--- config.mk ---
export PLATFORM = sky130hd
export DESIGN_NAME = cpmact_top
export DESIGN_NICKNAME = d
export VERILOG_FILES = /design/src/design/cpmact_pkg.sv /design/src/design/cpmact_top.sv /design/src/design/cpmact_timer.sv /design/src/design/cpmact_lane.sv
export SDC_FILE = /design/constraint.sdc
export NUM_CORES = 1
export LEC_CHECK = 0
export BUFFER_PORTS_ARGS = -buffer_cell sky130_fd_sc_hd__buf_2
export CAP_MARGIN = 20
export CORE_MARGIN = 2
export CORE_UTILIZATION = 57
export DETAILED_ROUTE_END_ITERATION = 6
export PLACE_DENSITY_LB_ADDON = 0.05
export SLEW_MARGIN = 20
export SYNTH_ARGS = -nofsm -noshare
export SYNTH_HDL_FRONTEND = slang
export SYNTH_SLANG_ARGS = --single-unit
--- constraint.sdc ---
create_clock -name clk_i -period 3.05 [get_ports clk_i]
set_input_delay 0.1525 -clock clk_i [delete_from_list [all_inputs] [get_ports clk_i]]
set_output_delay 0.1525 -clock clk_i [all_outputs]
set_load 0.1 [all_outputs]
--- src/design/cpmact_pkg.sv ---
// Package of constants shared by the copper attachment control and timer block.
package cpmact_pkg;

   // Clock rate of the single system clock in kHz.
   localparam int unsigned CLK_KHZ = 100000;

   // Timer nominal values, in their printed units.
   localparam int unsigned XOVER_PERIOD_MS = 1300;
   localparam int unsigned TRAIN_MASTER_MS = 750;
   localparam int unsigned TRAIN_SLAVE_MS = 350;
   localparam int unsigned HOLD_NS = 1000;
   localparam int unsigned PROBE_PERIOD_MS = 62;
   localparam int unsigned SETTLE_NS = 1000;

   // Cycle counts derived from the rate.
   localparam int unsigned XOVER_CYC = XOVER_PERIOD_MS * (CLK_KHZ);
   localparam int unsigned TRAIN_MASTER_CYC = TRAIN_MASTER_MS * CLK_KHZ;
   localparam int unsigned TRAIN_SLAVE_CYC = TRAIN_SLAVE_MS * CLK_KHZ;
   localparam int unsigned HOLD_CYC = HOLD_NS * CLK_KHZ / 1000000;
   localparam int unsigned PROBE_CYC = PROBE_PERIOD_MS * CLK_KHZ;
   localparam int unsigned SETTLE_CYC = SETTLE_NS * CLK_KHZ / 1000000;

   // Register byte offsets.
   localparam logic [7:0] REG_CTRL = 8'h00;
   localparam logic [7:0] REG_STATUS = 8'h04;
   localparam logic [7:0] REG_TIMER = 8'h08;

   // Control register field positions.
   localparam int CTRL_RESET_BIT = 0;
   localparam int CTRL_ROLE_BIT = 1;
   localparam int CTRL_AUTOX_BIT = 2;
   localparam int CTRL_TXMODE_LSB = 4;
   localparam int CTRL_TRAIN_BIT = 8;
   localparam int CTRL_HOLD_BIT = 9;
   localparam int CTRL_SETTLE_BIT = 10;
   localparam logic [31:0] CTRL_RESET_VAL = 32'h0000_0000;

   // Status field positions.
   localparam int ST_ROLE_BIT = 0;
   localparam int ST_LINKDET_BIT = 1;
   localparam int ST_XOVER_BIT = 2;
   localparam int ST_TRAIN_BIT = 3;
   localparam int ST_HOLD_BIT = 4;
   localparam int ST_SETTLE_BIT = 5;
   localparam int ST_RESET_BIT = 6;

   // Quinary symbol code: three bits carrying -2..+2 in two's complement.
   localparam int SYM_W = 3;

   // Reset sequencing states.
   typedef enum logic [1:0]
   {
      CPMA_RST = 2'b01,
      CPMA_RUN = 2'b10
   } cpmact_state_t;

endpackage : cpmact_pkg

--- src/design/cpmact_top.sv ---
// Top of the copper attachment: lanes, clock source select, role and timers.
//
// Local design decisions: the register addresses and the Wishbone slave port.
`timescale 1ns/100ps
// Behaviour
// - Reset state entered at power-up and on management or control requests.
// - Each pair continuously sends its assigned quinary symbol.
// - All four pair transmitters step on one shared symbol strobe.
// - Master role takes symbol timing from a local free-running divider.
// - Slave role takes symbol timing from recovered receive timing.
// - Receive signals sliced into one quinary symbol per pair.
// - Each receive lane uses the recovery strobe of its own index, even when the crossed pinout feeds it the other pair's samples.
// - Role value is driven continuously to the coding sublayer.
// - With crossover, a link-detected flag is kept true or false.
// - With crossover, a state holds straight or crossed pinout.
// - Transmit mode selector is held and passed to the coding sublayer.
// - Crossover toggle timer period is 1.3 s within 25 percent.
// - Training limit 750 ms as master, 350 ms as slave.
// - Short hold timer expires 1 us after start.
// - Link probe period timer runs at 62 ms.
// - Settle delay timer expires 1 us after start.
module cpmact_top
   import cpmact_pkg::*;
#(
   parameter int SAMPLE_W = 8,
   parameter int SYM_DIV = 8,
   parameter int unsigned XOVER_CYC_P = XOVER_CYC,
   parameter int unsigned TRAIN_MASTER_P = TRAIN_MASTER_CYC,
   parameter int unsigned TRAIN_SLAVE_P = TRAIN_SLAVE_CYC,
   parameter int unsigned PROBE_CYC_P = PROBE_CYC
)
(
   input wire logic clk_i,
   input wire logic rst_i,
   // Classic Wishbone slave.
   input wire logic wb_cyc_i,
   input wire logic wb_stb_i,
   input wire logic wb_we_i,
   input wire logic [7:0] wb_adr_i,
   input wire logic [3:0] wb_sel_i,
   input wire logic [31:0] wb_dat_i,
   output logic [31:0] wb_dat_o,
   output logic wb_ack_o,
   // Reset request from the control function.
   input wire logic ctl_reset_req_i,
   // Transmit symbols, 3 bits per pair, pair a in the low bits.
   input wire logic [4*SYM_W-1:0] tx_symbols_i,
   // Received samples, pair a in the low bits.
   input wire logic [4*SAMPLE_W-1:0] rx_samples_i,
   // Recovered per-line symbol timing strobes.
   input wire logic [3:0] rx_recovered_i,
   // Signal energy seen on the line, for link detection.
   input wire logic line_energy_i,
   output logic [SYM_W-1:0] pair_a_line_o,
   output logic [SYM_W-1:0] pair_b_line_o,
   output logic [SYM_W-1:0] pair_c_line_o,
   output logic [SYM_W-1:0] pair_d_line_o,
   output logic transmit_symbol_clock_o,
   output logic [4*SYM_W-1:0] receive_symbol_primitive_o,
   output logic receive_symbol_valid_o,
   output logic config_indication_primitive_o,
   output logic [1:0] tx_mode_o,
   output logic crossed_pinout_o,
   output logic pma_reset_o
);

   localparam int TW = 32;

   logic [31:0] ctrl_r;
   logic [31:0] ctrl_nxt;
   logic ack_r;
   logic [31:0] dat_r;
   cpmact_state_t state_r;
   logic [$clog2(SYM_DIV)-1:0] div_r;
   logic sym_ce_r;
   logic link_det_r;
   logic crossover_state_r;
   logic [3:0] rx_ce_r;
   logic rx_valid_r;
   logic mode_r;
   logic [1:0] txmode_r;
   logic reset_r;
   logic [4*SYM_W-1:0] tx_line;
   logic [4*SYM_W-1:0] rx_sym;
   logic train_run, train_done, hold_run, hold_done;
   logic settle_run, settle_done, xover_done, probe_done;
   logic [31:0] status;

   // Bus decode: classic single cycle, ack one cycle after the request.
   wire bus_req = wb_cyc_i && wb_stb_i && !ack_r;
   wire wr_ctrl = bus_req && wb_we_i && (wb_adr_i == REG_CTRL);
   wire pma_rst = rst_i || ctl_reset_req_i || ctrl_r[CTRL_RESET_BIT];
   wire role_master = ctrl_r[CTRL_ROLE_BIT];
   wire autox = ctrl_r[CTRL_AUTOX_BIT];
   wire start_train = wr_ctrl && wb_sel_i[1] && wb_dat_i[CTRL_TRAIN_BIT];
   wire start_hold = wr_ctrl && wb_sel_i[1] && wb_dat_i[CTRL_HOLD_BIT];
   wire start_settle = wr_ctrl && wb_sel_i[1] && wb_dat_i[CTRL_SETTLE_BIT];
   wire div_wrap = (div_r == ($clog2(SYM_DIV))'(SYM_DIV - 1));
   // Slave follows pair a recovered timing; master uses the local divider.
   wire sym_tick = role_master ? div_wrap : rx_recovered_i[0];
   wire [TW-1:0] train_term = role_master ? TW'(TRAIN_MASTER_P)
                                          : TW'(TRAIN_SLAVE_P);

   // Byte-lane merge of a control write; start bits are self-clearing.
   always_comb
   begin
      ctrl_nxt = ctrl_r;
      for (int b = 0; b < 4; b++)
      begin
         if (wb_sel_i[b])
            ctrl_nxt[8*b +: 8] = wb_dat_i[8*b +: 8];
      end
      ctrl_nxt[CTRL_SETTLE_BIT:CTRL_TRAIN_BIT] = 3'b000;
   end

   // Status word shows live role, crossover and timer state.
   assign status = {25'h0, reset_r, settle_run, hold_run, train_run,
                    crossover_state_r, link_det_r, role_master};

   // Control register and bus answer; unmapped reads return zero.
   always_ff @(posedge clk_i)
   begin
      if (rst_i)
      begin
         ctrl_r <= CTRL_RESET_VAL;
         ack_r <= 1'b0;
         dat_r <= 32'h0000_0000;
      end
      else
      begin
         ack_r <= bus_req;
         if (wr_ctrl)
            ctrl_r <= ctrl_nxt;
         if (bus_req)
         begin
            case (wb_adr_i)
               REG_CTRL: dat_r <= ctrl_r;
               REG_STATUS: dat_r <= status;
               REG_TIMER: dat_r <= {29'h0, settle_done, hold_done,
                                    train_done};
               default: dat_r <= 32'h0000_0000;
            endcase
         end
      end
   end

   // Reset sequencing: remain in reset while any source asks for it.
   always_ff @(posedge clk_i)
   begin
      if (rst_i)
         state_r <= CPMA_RST;
      else
      begin
         case (state_r)
            CPMA_RST: if (!pma_rst) state_r <= CPMA_RUN;
            CPMA_RUN: if (pma_rst) state_r <= CPMA_RST;
            default: state_r <= CPMA_RST;
         endcase
      end
   end

   wire in_reset = (state_r == CPMA_RST) || pma_rst;

   // Symbol clock: one strobe drives the transmit registers of all four lanes together; each lane gets its own receive strobe.
   always_ff @(posedge clk_i)
   begin
      if (in_reset)
      begin
         div_r <= '0;
         sym_ce_r <= 1'b0;
         rx_ce_r <= 4'h0;
         rx_valid_r <= 1'b0;
         mode_r <= 1'b0;
         txmode_r <= 2'b00;
         reset_r <= 1'b1;
      end
      else
      begin
         div_r <= div_wrap ? '0 : div_r + 1'b1;
         sym_ce_r <= sym_tick;
         rx_ce_r <= rx_recovered_i;
         rx_valid_r <= rx_ce_r[0];
         mode_r <= role_master;
         txmode_r <= ctrl_r[CTRL_TXMODE_LSB +: 2];
         reset_r <= 1'b0;
      end
   end

   // Crossover: flag link, and swap pinout on each toggle timer period while no link is detected.
   always_ff @(posedge clk_i)
   begin
      if (in_reset)
      begin
         link_det_r <= 1'b0;
         crossover_state_r <= 1'b0;
      end
      else if (autox)
      begin
         if (probe_done)
            link_det_r <= line_energy_i;
         if (xover_done && !link_det_r)
            crossover_state_r <= !crossover_state_r;
      end
   end

   // Four lanes; the crossed pinout swaps the receive samples of a with b and c with d.
   genvar g;
   generate
      for (g = 0; g < 4; g++)
      begin : g_lane
         wire [1:0] pin = crossover_state_r ? 2'(g ^ 1) : 2'(g);
         cpmact_lane #(.SAMPLE_W(SAMPLE_W)) u_lane (
            .clk_i(clk_i),
            .rst_i(in_reset),
            .tx_ce_i(sym_ce_r),
            .tx_sym_i(tx_symbols_i[g*SYM_W +: SYM_W]),
            .rx_ce_i(rx_ce_r[g]),
            .rx_sample_i(rx_samples_i[pin*SAMPLE_W +: SAMPLE_W]),
            .tx_line_o(tx_line[g*SYM_W +: SYM_W]),
            .rx_sym_o(rx_sym[g*SYM_W +: SYM_W])
         );
      end
   endgenerate

   // Control timers, each a counter of the system clock.
   cpmact_timer #(.W(TW)) u_train (
      .clk_i(clk_i), .rst_i(in_reset), .start_i(start_train),
      .periodic_i(1'b0), .term_i(train_term),
      .running_o(train_run), .done_o(train_done));
   cpmact_timer #(.W(TW)) u_hold (
      .clk_i(clk_i), .rst_i(in_reset), .start_i(start_hold),
      .periodic_i(1'b0), .term_i(TW'(HOLD_CYC)),
      .running_o(hold_run), .done_o(hold_done));
   cpmact_timer #(.W(TW)) u_settle (
      .clk_i(clk_i), .rst_i(in_reset), .start_i(start_settle),
      .periodic_i(1'b0), .term_i(TW'(SETTLE_CYC)),
      .running_o(settle_run), .done_o(settle_done));
   cpmact_timer #(.W(TW)) u_xover (
      .clk_i(clk_i), .rst_i(in_reset || !autox), .start_i(1'b0),
      .periodic_i(1'b1), .term_i(TW'(XOVER_CYC_P)),
      .running_o(), .done_o(xover_done));
   cpmact_timer #(.W(TW)) u_probe (
      .clk_i(clk_i), .rst_i(in_reset || !autox), .start_i(1'b0),
      .periodic_i(1'b1), .term_i(TW'(PROBE_CYC_P)),
      .running_o(), .done_o(probe_done));

   // Outputs, all taken from flip-flops.
   assign wb_ack_o = ack_r;
   assign wb_dat_o = dat_r;
   assign pair_a_line_o = tx_line[0 +: SYM_W];
   assign pair_b_line_o = tx_line[SYM_W +: SYM_W];
   assign pair_c_line_o = tx_line[2*SYM_W +: SYM_W];
   assign pair_d_line_o = tx_line[3*SYM_W +: SYM_W];
   assign transmit_symbol_clock_o = sym_ce_r;
   assign receive_symbol_primitive_o = rx_sym;
   assign receive_symbol_valid_o = rx_valid_r;
   assign config_indication_primitive_o = mode_r;
   assign tx_mode_o = txmode_r;
   assign crossed_pinout_o = crossover_state_r;
   assign pma_reset_o = reset_r;

endmodule : cpmact_top

--- src/design/cpmact_timer.sv ---
// One-shot or periodic cycle counter used for every control timer.
`timescale 1ns/100ps
module cpmact_timer
   import cpmact_pkg::*;
#(
   parameter int W = 28
)
(
   input wire logic clk_i,
   input wire logic rst_i,
   input wire logic start_i,
   input wire logic periodic_i,
   input wire logic [W-1:0] term_i,
   output logic running_o,
   output logic done_o
);

   logic [W-1:0] cnt_r;
   logic run_r;
   logic done_r;
   wire hit = run_r && (cnt_r >= term_i - W'(1));

   // A start restarts the count; periodic timers reload and pulse each period.
   always_ff @(posedge clk_i)
   begin
      if (rst_i)
      begin
         cnt_r <= '0;
         run_r <= 1'b0;
         done_r <= 1'b0;
      end
      else
      begin
         done_r <= hit;
         // Periodic timers have no start strobe, so they arm themselves.
         if (start_i || (periodic_i && !run_r))
         begin
            cnt_r <= '0;
            run_r <= 1'b1;
         end
         else if (hit)
         begin
            cnt_r <= '0;
            run_r <= periodic_i;
         end
         else if (run_r)
            cnt_r <= cnt_r + W'(1);
      end
   end

   assign running_o = run_r;
   assign done_o = done_r;

endmodule : cpmact_timer

--- src/design/cpmact_lane.sv ---
// Per-pair symbol lane: transmit launch register and receive slicer.
`timescale 1ns/100ps
module cpmact_lane
   import cpmact_pkg::*;
#(
   parameter int SAMPLE_W = 8
)
(
   input wire logic clk_i,
   input wire logic rst_i,
   input wire logic tx_ce_i,
   input wire logic [SYM_W-1:0] tx_sym_i,
   input wire logic rx_ce_i,
   input wire logic signed [SAMPLE_W-1:0] rx_sample_i,
   output logic [SYM_W-1:0] tx_line_o,
   output logic [SYM_W-1:0] rx_sym_o
);

   localparam logic signed [SAMPLE_W-1:0] HI = SAMPLE_W'(3 <<< (SAMPLE_W-4));
   localparam logic signed [SAMPLE_W-1:0] LO = SAMPLE_W'(1 <<< (SAMPLE_W-4));

   logic [SYM_W-1:0] tx_r;
   logic [SYM_W-1:0] rx_r;
   logic [SYM_W-1:0] slice;

   // Slice the sample into one of five levels; thresholds sit between levels.
   always_comb
   begin
      if (rx_sample_i >= HI)
         slice = 3'b010;
      else if (rx_sample_i >= LO)
         slice = 3'b001;
      else if (rx_sample_i > -LO)
         slice = 3'b000;
      else if (rx_sample_i > -HI)
         slice = 3'b111;
      else
         slice = 3'b110;
   end

   // Both registers only move on their strobe, so every lane's transmit register steps together.
   always_ff @(posedge clk_i)
   begin
      if (rst_i)
      begin
         tx_r <= '0;
         rx_r <= '0;
      end
      else
      begin
         if (tx_ce_i)
            tx_r <= tx_sym_i;
         if (rx_ce_i)
            rx_r <= slice;
      end
   end

   assign tx_line_o = tx_r;
   assign rx_sym_o = rx_r;

endmodule : cpmact_lane

==> impl_metrics.py, run 1 <==
metrics = {
    "run_status": {
        "outcome": "completed",
    },
    "sta": {
        "max_slew_margin_pct": 38.0,
        "fin_crit_ns": 2.52,
        "setup_violations": 0,
        "finClkSkew_ns": 0.00876,
        "fin_crit_sh_pct": 82.7,
        "tightest_slew_ns": 0.929,
        "rsz0062_at_grt": "false",
        "finalSetupTns_ns": 0,
        "hold_violations": 0,
        "max_freq_mhz": 397,
        "finalMaxSlewViolations": 0,
    },
    "synthesis": {
        "synth_top_flop_cell": "dfxtp_1",
        "yosysTopAreaCell": "dfxtp_1",
        "netlist_instances": 1249,
        "ys_seq_area_share_pct": 48.4,
        "syn_area_um2": 11100,
        "synth_most_common_cell": "nor2_1",
        "synth_warnings": 0,
        "async_flop_share_pct": 0,
        "syn_avg_cell_area_um2": 8.90,
        "ys_ff_latch": 269,
        "synth_commonest_cells": "272 x nor2_1, 269 x dfxtp_1, 86 x nand2_1, 65 x xor2_1, 55 x nand3_1",
        "synth.top_cells.by_area": "dfxtp_1 48%, nor2_1 9.2%, xor2_1 5.1%",
        "yosysTopAreaCellShare_pct": 48.4,
        "synth_cell_type_count": 59,
        "synth_edf_count": 0,
    },
    "hold_path": {
        "whs_endpoint": "ctrl_r[24]$_SDFFE_PP0P_",
        "whs_path_depth": 4,
        "min_from": "wb_sel_i[3]",
        "hold_class": "in -> reg",
    },
    "routing": {
        "postRouteAntennaNets": 0,
        "drc": 0,
        "vias": 9320,
        "first_pass_iters": 5,
        "drt_iter0_drc": 487,
        "routed_wl_mm": 25.1,
        "viasPerCell": 5.29,
        "wl_per_cell_um": 14.2,
    },
    "worst_setup_path": {
        "r2r_cells": 7,
        "cp_max_fo": 26,
        "arrival_ns": 2.92,
        "path_cells": "nand3b_1 -> buf_4 -> or4_1 -> nor2_8 -> nand3_4 -> mux2i_1 -> nor2_1",
        "worstReg2RegStart": "wb_ack_o$_SDFF_PP0_",
        "startpoint_type": "register",
        "cp_num_buf_inv": 1,
        "r2r_slack_ns": 0.53,
        "r2r-end": "ctrl_r[19]$_SDFFE_PP0P_",
        "required_ns": 3.44,
        "crit_type": "reg -> reg",
        "slowest_stage": "or4_1",
        "cp_slowest_stage_delay_ns": 0.71,
        "cp_top_family": "simple AND/OR/NAND/NOR gates",
        "setup.worst_path.end_class": "register",
    },
    "placement": {
        "placed_cell_area_um2": 12200,
        "dp.final_hpwl_mm": 17.0,
        "port_buffers": 159,
        "place.gp.congestion": 0.864,
    },
    "floorplan": {
        "io_pins": 163,
        "fp.dieW_um": 144,
        "initial_utilization_pct": 57.7,
        "die_h_um": 144,
        "die_area_um2": 20600,
        "num_rows": 51,
        "core_area_um2": 19300,
    },
    "job": {
        "maxCapViolations": 0,
    },
    "clock_tree": {
        "clockBufferDepth": 3,
        "ctsRootBufferMaster": "clkbuf_16",
        "cts_buffers": 28,
        "cts_tree": "built",
        "clk_pin_slew_ns": 0.06,
        "clock_sink_count": 269,
        "clk_latency_ns": 0.54,
        "htree_num_levels": 1,
        "post-cts-setup-buffers": 0,
    },
    "layout": {
        "n_antenna_cell": 0,
        "drive_gt1_share_pct": 16.1,
        "final_area_um2": 13700,
        "nNetsFinal": 1593,
        "area_growth_syn_to_layout_pct": 23.2,
        "n_fill_cell": 1580,
    },
    "power": {
        "netSwitchingPower_mw": 1.52,
        "p_leak_nw": 5.41,
        "switching_share_pct": 20.9,
        "p_int_mw": 5.76,
        "p_seq_share_pct": 48.6,
        "peakVddDrop_mv": 0.469,
        "power_density_nw_per_um2": 531,
        "power_frac_comb_pct": 4.2,
        "p_clk_share_pct": 47.2,
    },
    "global_route": {
        "grt_pass1_vias": 8481,
        "grtUsageTotal_pct": 23.4,
        "grt_pass1_wl_mm": 39.9,
        "overflow": 0,
        "antenna_found_initial": 0,
        "grt_max_degree": 60,
    },
}
power by group through the flow:
stage / clock (mW) / combinational (mW) / sequential [mW]
after floorplan: 0 / 0.124 / 3.63
after global placement: 0 / 0.246 / 3.62
after detailed placement: 0 / 0.246 / 3.62
after CTS: 3.52 / 0.301 / 3.54
after global routing: 3.67 / 0.330 / 3.54
final: 3.43 / 0.305 / 3.54
cell type report:
class	count	area, um2	share of cell area [%]
sequential	269	5390	39.3
timing repair buffer	227	1430	10.5
multi-input combinational	929	5520	40.3
inverter	21	78.8	0.575
tap	265	332	2.42
clock inverter	6	80.1	0.585
clock buffer	45	866	6.32
state kept, by name, indices dropped and copies added, names as in the netlist, 3 cells and up:
name and flops:
ctrl_r 29, div_r 3, g_lane.u_lane.rx_sym_o 12, g_lane.u_lane.tx_line_o 12, rx_ce_r 4, u_hold.cnt_r 32
u_probe.cnt_r 32, u_settle.cnt_r 32, u_train.cnt_r 32, u_xover.cnt_r 32, wb_dat_o 29
metrics by stage:
stage / hold slack [ns] / utilization, % / total power [mW] / instances / setup slack [ns]
2_1_floorplan: 0.274 / - / 3.76 / 1265 / 0.517
3_3_place_gp: 0.368 / 63.5 / 3.86 / 1660 / 0.605
3_5_place_dp: 0.363 / 63.5 / 3.86 / 1660 / 0.554
4_1_cts: 0.0641 / 71.1 / 7.36 / 1762 / 0.533
5_1_grt: 0.0967 / 71.1 / 7.54 / 1762 / 0.377
6_report: 0.0874 / 71.1 / 7.28 / 1762 / 0.528
worst max path at each step:
stage / from / slack [ns] / endpoint / cells past startpoint
detailed placement: ctrl_r[1]$_SDFFE_PP0P_ / 0.55 / u_train.cnt_r[16]$_SDFFE_PP0P_ / 8
global placement: ctrl_r[1]$_SDFFE_PP0P_ / 0.60 / u_train.cnt_r[26]$_SDFFE_PP0P_ / 8
floorplan: ctrl_r[1]$_SDFFE_PP0P_ / 0.52 / u_train.cnt_r[28]$_SDFFE_PP0P_ / 9
global route: ctrl_r[1]$_SDFFE_PP0P_ / 0.38 / u_train.cnt_r[13]$_SDFFE_PP0P_ / 8
CTS: ctrl_r[1]$_SDFFE_PP0P_ / 0.53 / u_train.cnt_r[13]$_SDFFE_PP0P_ / 8
finish: wb_ack_o$_SDFF_PP0_ / 0.53 / ctrl_r[19]$_SDFFE_PP0P_ / 7
layout by cell type (no fill, tap or decap), types with 3 or more instances in the layout:
cell type / count
nor2b_1: 7
and3_1: 30
xor2_1: 65
clkbuf_8: 8
nor3_1: 31
dfxtp_1: 269
a21o_1: 5
nor2_1: 272
conb_1: 17
buf_2: 159
nand3_1: 55
a22oi_1: 26
xnor2_1: 48
nand4_1: 25
dlygate4sd3_1: 51
nand2b_1: 9
and4_1: 9
nand3_4: 3
mux2i_1: 52
mux2_2: 4
a211oi_1: 4
clkinv_2: 4
clkbuf_16: 29
and2_1: 12
ha_1: 18
a21oi_1: 47
a31oi_1: 16
buf_4: 17
inv_1: 21
nand2_1: 86
o221a_2: 3
nand3b_1: 3
o21ai_0: 18
nor4_1: 23
nor3b_1: 3
clkbuf_1: 8
or2_2: 4
kinds of logic after synthesis:
| logic type | Yosys count | synth area share (%) |
|---|---|---|
| and+or+nand+nor | 583 | 24.8 |
| DFF | 269 | 48.4 |
| AOI/OAI and AO/OA | 142 | 8.27 |
| xor gates and xnor gates | 113 | 8.90 |
| buffers and inverters | 67 | 2.49 |
| muxes | 56 | 5.09 |
| adders and majority gates | 18 | 2.03 |
| other | 1 | 0.0337 |
worst min-delay path: stages:
cell and delay [ns]:
buf_2 0.11, nand3_4 0.16, mux2i_1 0.09, nor2_1 0.07
layer usage:
metal  global-route usage [%]  wire length [um]  up-vias
met5                        0                 0        -
met1                     29.6             11200     4283
met2                     40.5             11700      229
met4                     8.05               683        0
met3                     4.10              1410       54
li1                         -                 -     4754
what timing repair did:
item / 4_1_cts / 5_1_grt
resized for setup: 0 / 0
endpoints found under the hold margin: 54 / 0
hold buffers: 51 / 0
Power figures use the tool's default switching activity.
==> run 2: changes to the inputs <==
- clock period: 3.05 -> 2.6 ns (I/O delays scaled with it)
==> run 2 against run 1 <==
Clock skew is 0.0092 ns higher; die area is the same; clock power is 21% higher; flip-flop and latch count did not move; first-iteration DRC count down 15%; routed wire length decreased by 0.54%; power is 19% higher; hold slack worse by 0.059 ns; fmax up 9.4%; via count fell by 0.55%; critical endpoint is now u_xover.cnt_r[15]$_SDFF_PP0_.
==> impl_metrics.py, run 2 (synthesis results as in run 1) <==
metrics = {
    "run_status": {
        "outcome": "completed",
    },
    "power": {
        "switching_share_pct": 21.0,
        "netSwitchingPower_mw": 1.82,
        "p_clk_share_pct": 47.8,
        "p_seq_share_pct": 48.0,
        "p_leak_nw": 5.49,
        "peakVddDrop_mv": 0.631,
        "power_density_nw_per_um2": 625,
        "p_int_mw": 6.83,
        "power_frac_comb_pct": 4.1,
    },
    "sta": {
        "hold_violations": 0,
        "tightest_slew_ns": 0.721,
        "finClkSkew_ns": 0.0179,
        "whs_ns": 0.0285,
        "rsz0062_at_grt": "false",
        "max_freq_mhz": 434,
        "finalSetupTns_ns": 0,
        "fin_crit_sh_pct": 88.6,
        "setup_violations": 0,
        "max_slew_margin_pct": 51.9,
        "finalMaxSlewViolations": 0,
        "fin_crit_ns": 2.30,
    },
    "global_route": {
        "antenna_found_initial": 3,
        "grtUsageTotal_pct": 23.5,
        "grt_pass1_wl_mm": 40.4,
        "grt_pass1_vias": 8565,
        "grt_max_degree": 60,
        "overflow": 0,
    },
    "routing": {
        "drc": 0,
        "first_pass_iters": 5,
        "postRouteAntennaNets": 0,
        "vias": 9269,
        "drt_iter0_drc": 412,
        "viasPerCell": 5.22,
        "wl_per_cell_um": 14.0,
        "routed_wl_mm": 24.9,
    },
    "layout": {
        "area_growth_syn_to_layout_pct": 24.4,
        "drive_gt1_share_pct": 17.0,
        "nNetsFinal": 1605,
        "final_cell_mix": "272 x nor2_1, 269 x dfxtp_1, 159 x buf_2, 86 x nand2_1, 65 x xor2_1",
        "n_fill_cell": 1538,
        "layout_commonest_cell": "nor2_1",
    },
    "clock_tree": {
        "clk_pin_slew_ns": 0.06,
        "cts_buffers": 29,
        "clk_latency_ns": 0.54,
        "cts_tree": "built",
        "htree_num_levels": 1,
        "holdBufCountCts": 51,
        "ctsRootBufferMaster": "clkbuf_16",
        "cts_resized": 0,
        "post-cts-setup-buffers": 0,
        "clockBufferDepth": 3,
        "clock_sink_count": 269,
    },
    "floorplan": {
        "initial_utilization_pct": 57.7,
        "die_h_um": 144,
        "core_area_um2": 19300,
        "num_rows": 51,
        "die_area_um2": 20600,
        "fp.dieW_um": 144,
        "io_pins": 163,
    },
    "worst_setup_path": {
        "arrival_ns": 2.77,
        "path_cells": "ha_1 -> nand2_1 -> o21ai_0 -> a2111oi_0 -> o31ai_1 -> or2_2 -> a21oi_1",
        "slowest_stage": "a2111oi_0",
        "cp_max_fo": 27,
        "cp_top_family": "compound AO/OA/AOI/OAI gates",
        "cp_num_buf_inv": 0,
        "cp_slowest_stage_delay_ns": 0.57,
        "crit_type": "reg -> reg",
        "required_ns": 3.06,
        "startpoint_type": "register",
        "setup.worst_path.end_class": "register",
    },
    "placement": {
        "dp.final_hpwl_mm": 16.8,
        "port_buffers": 159,
        "place.gp.congestion": 0.850,
    },
    "job": {
        "maxCapViolations": 0,
    },
    "hold_path": {
        "hold_class": "in -> reg",
    },
}
-- run 2: cell count changes in the layout (fill, tap and decap cells not counted), sizes merged --
cell	previous run	this run
buf	176	187
diode	0	2
inv	21	23
clkbuf	45	44
clkinv	4	5
-- run 2: power by group through the flow --
stage                     combinational (mW)  sequential [mW]  clock, mW
after floorplan                        0.145             4.26          0
after global placement                 0.291             4.24          0
after detailed placement               0.291             4.24          0
after CTS                              0.355             4.15       4.23
after global routing                   0.388             4.15       4.39
final                                  0.358             4.15       4.14
-- run 2: path summary, 6_finish.rpt --
kind | from | end | slack, ns | cells after the start
setup / recovery | u_xover.cnt_r[0]$_SDFF_PP0_ | u_xover.cnt_r[15]$_SDFF_PP0_ | 0.30 | 7
hold / removal | wb_sel_i[1] | ctrl_r[15]$_SDFFE_PP0P_ | 0.03 | 5
setup reg to reg | u_xover.cnt_r[0]$_SDFF_PP0_ | u_xover.cnt_r[15]$_SDFF_PP0_ | 0.30 | 7
hold reg to reg | div_r[0]$_SDFF_PP0_ | div_r[0]$_SDFF_PP0_ | 0.43 | 1
-- run 2: cell type report --
cell class                 instances  area, um2  area share (%)
antenna                            2       5.00          0.0362
tap                              265        332            2.40
inverter                          21       78.8           0.570
clock inverter                     9        105           0.760
timing repair buffer             238       1520            11.0
clock buffer                      44        882            6.38
sequential                       269       5390            38.9
multi-input combinational        929       5520            39.9
-- run 2: layer usage --
| layer | wire length (um) | global-route usage (%) |
|---|---|---|
| met1 | 11400 | 30.3 |
| met2 | 11700 | 40.8 |
| met3 | 1300 | 3.83 |
| met4 | 495 | 6.50 |
| met5 | 12 | 0 |
-- run 2: per-stage QoR --
| step | instances | utilization [%] | setup slack (ns) | cell area (um2) | power (mW) |
|---|---|---|---|---|---|
| CTS | 1775 | 71.7 | 0.282 | 13800 | 8.74 |
| global route | 1777 | 71.8 | 0.0313 | 13800 | 8.93 |
| finish | 1777 | 71.8 | 0.295 | 13800 | 8.64 |
| global placement | 1671 | 64.0 | 0.398 | 12300 | 4.53 |
| floorplan | 1265 | - | 0.0674 | 11200 | 4.41 |
| detailed placement | 1671 | 64.0 | 0.344 | 12300 | 4.53 |
-- run 2: tightest hold or removal path, stage by stage --
cell,delay [ns]
buf_2,0.10
nand2_1,0.09
nor3_2,0.08
nand2_1,0.06
a21oi_1,0.05
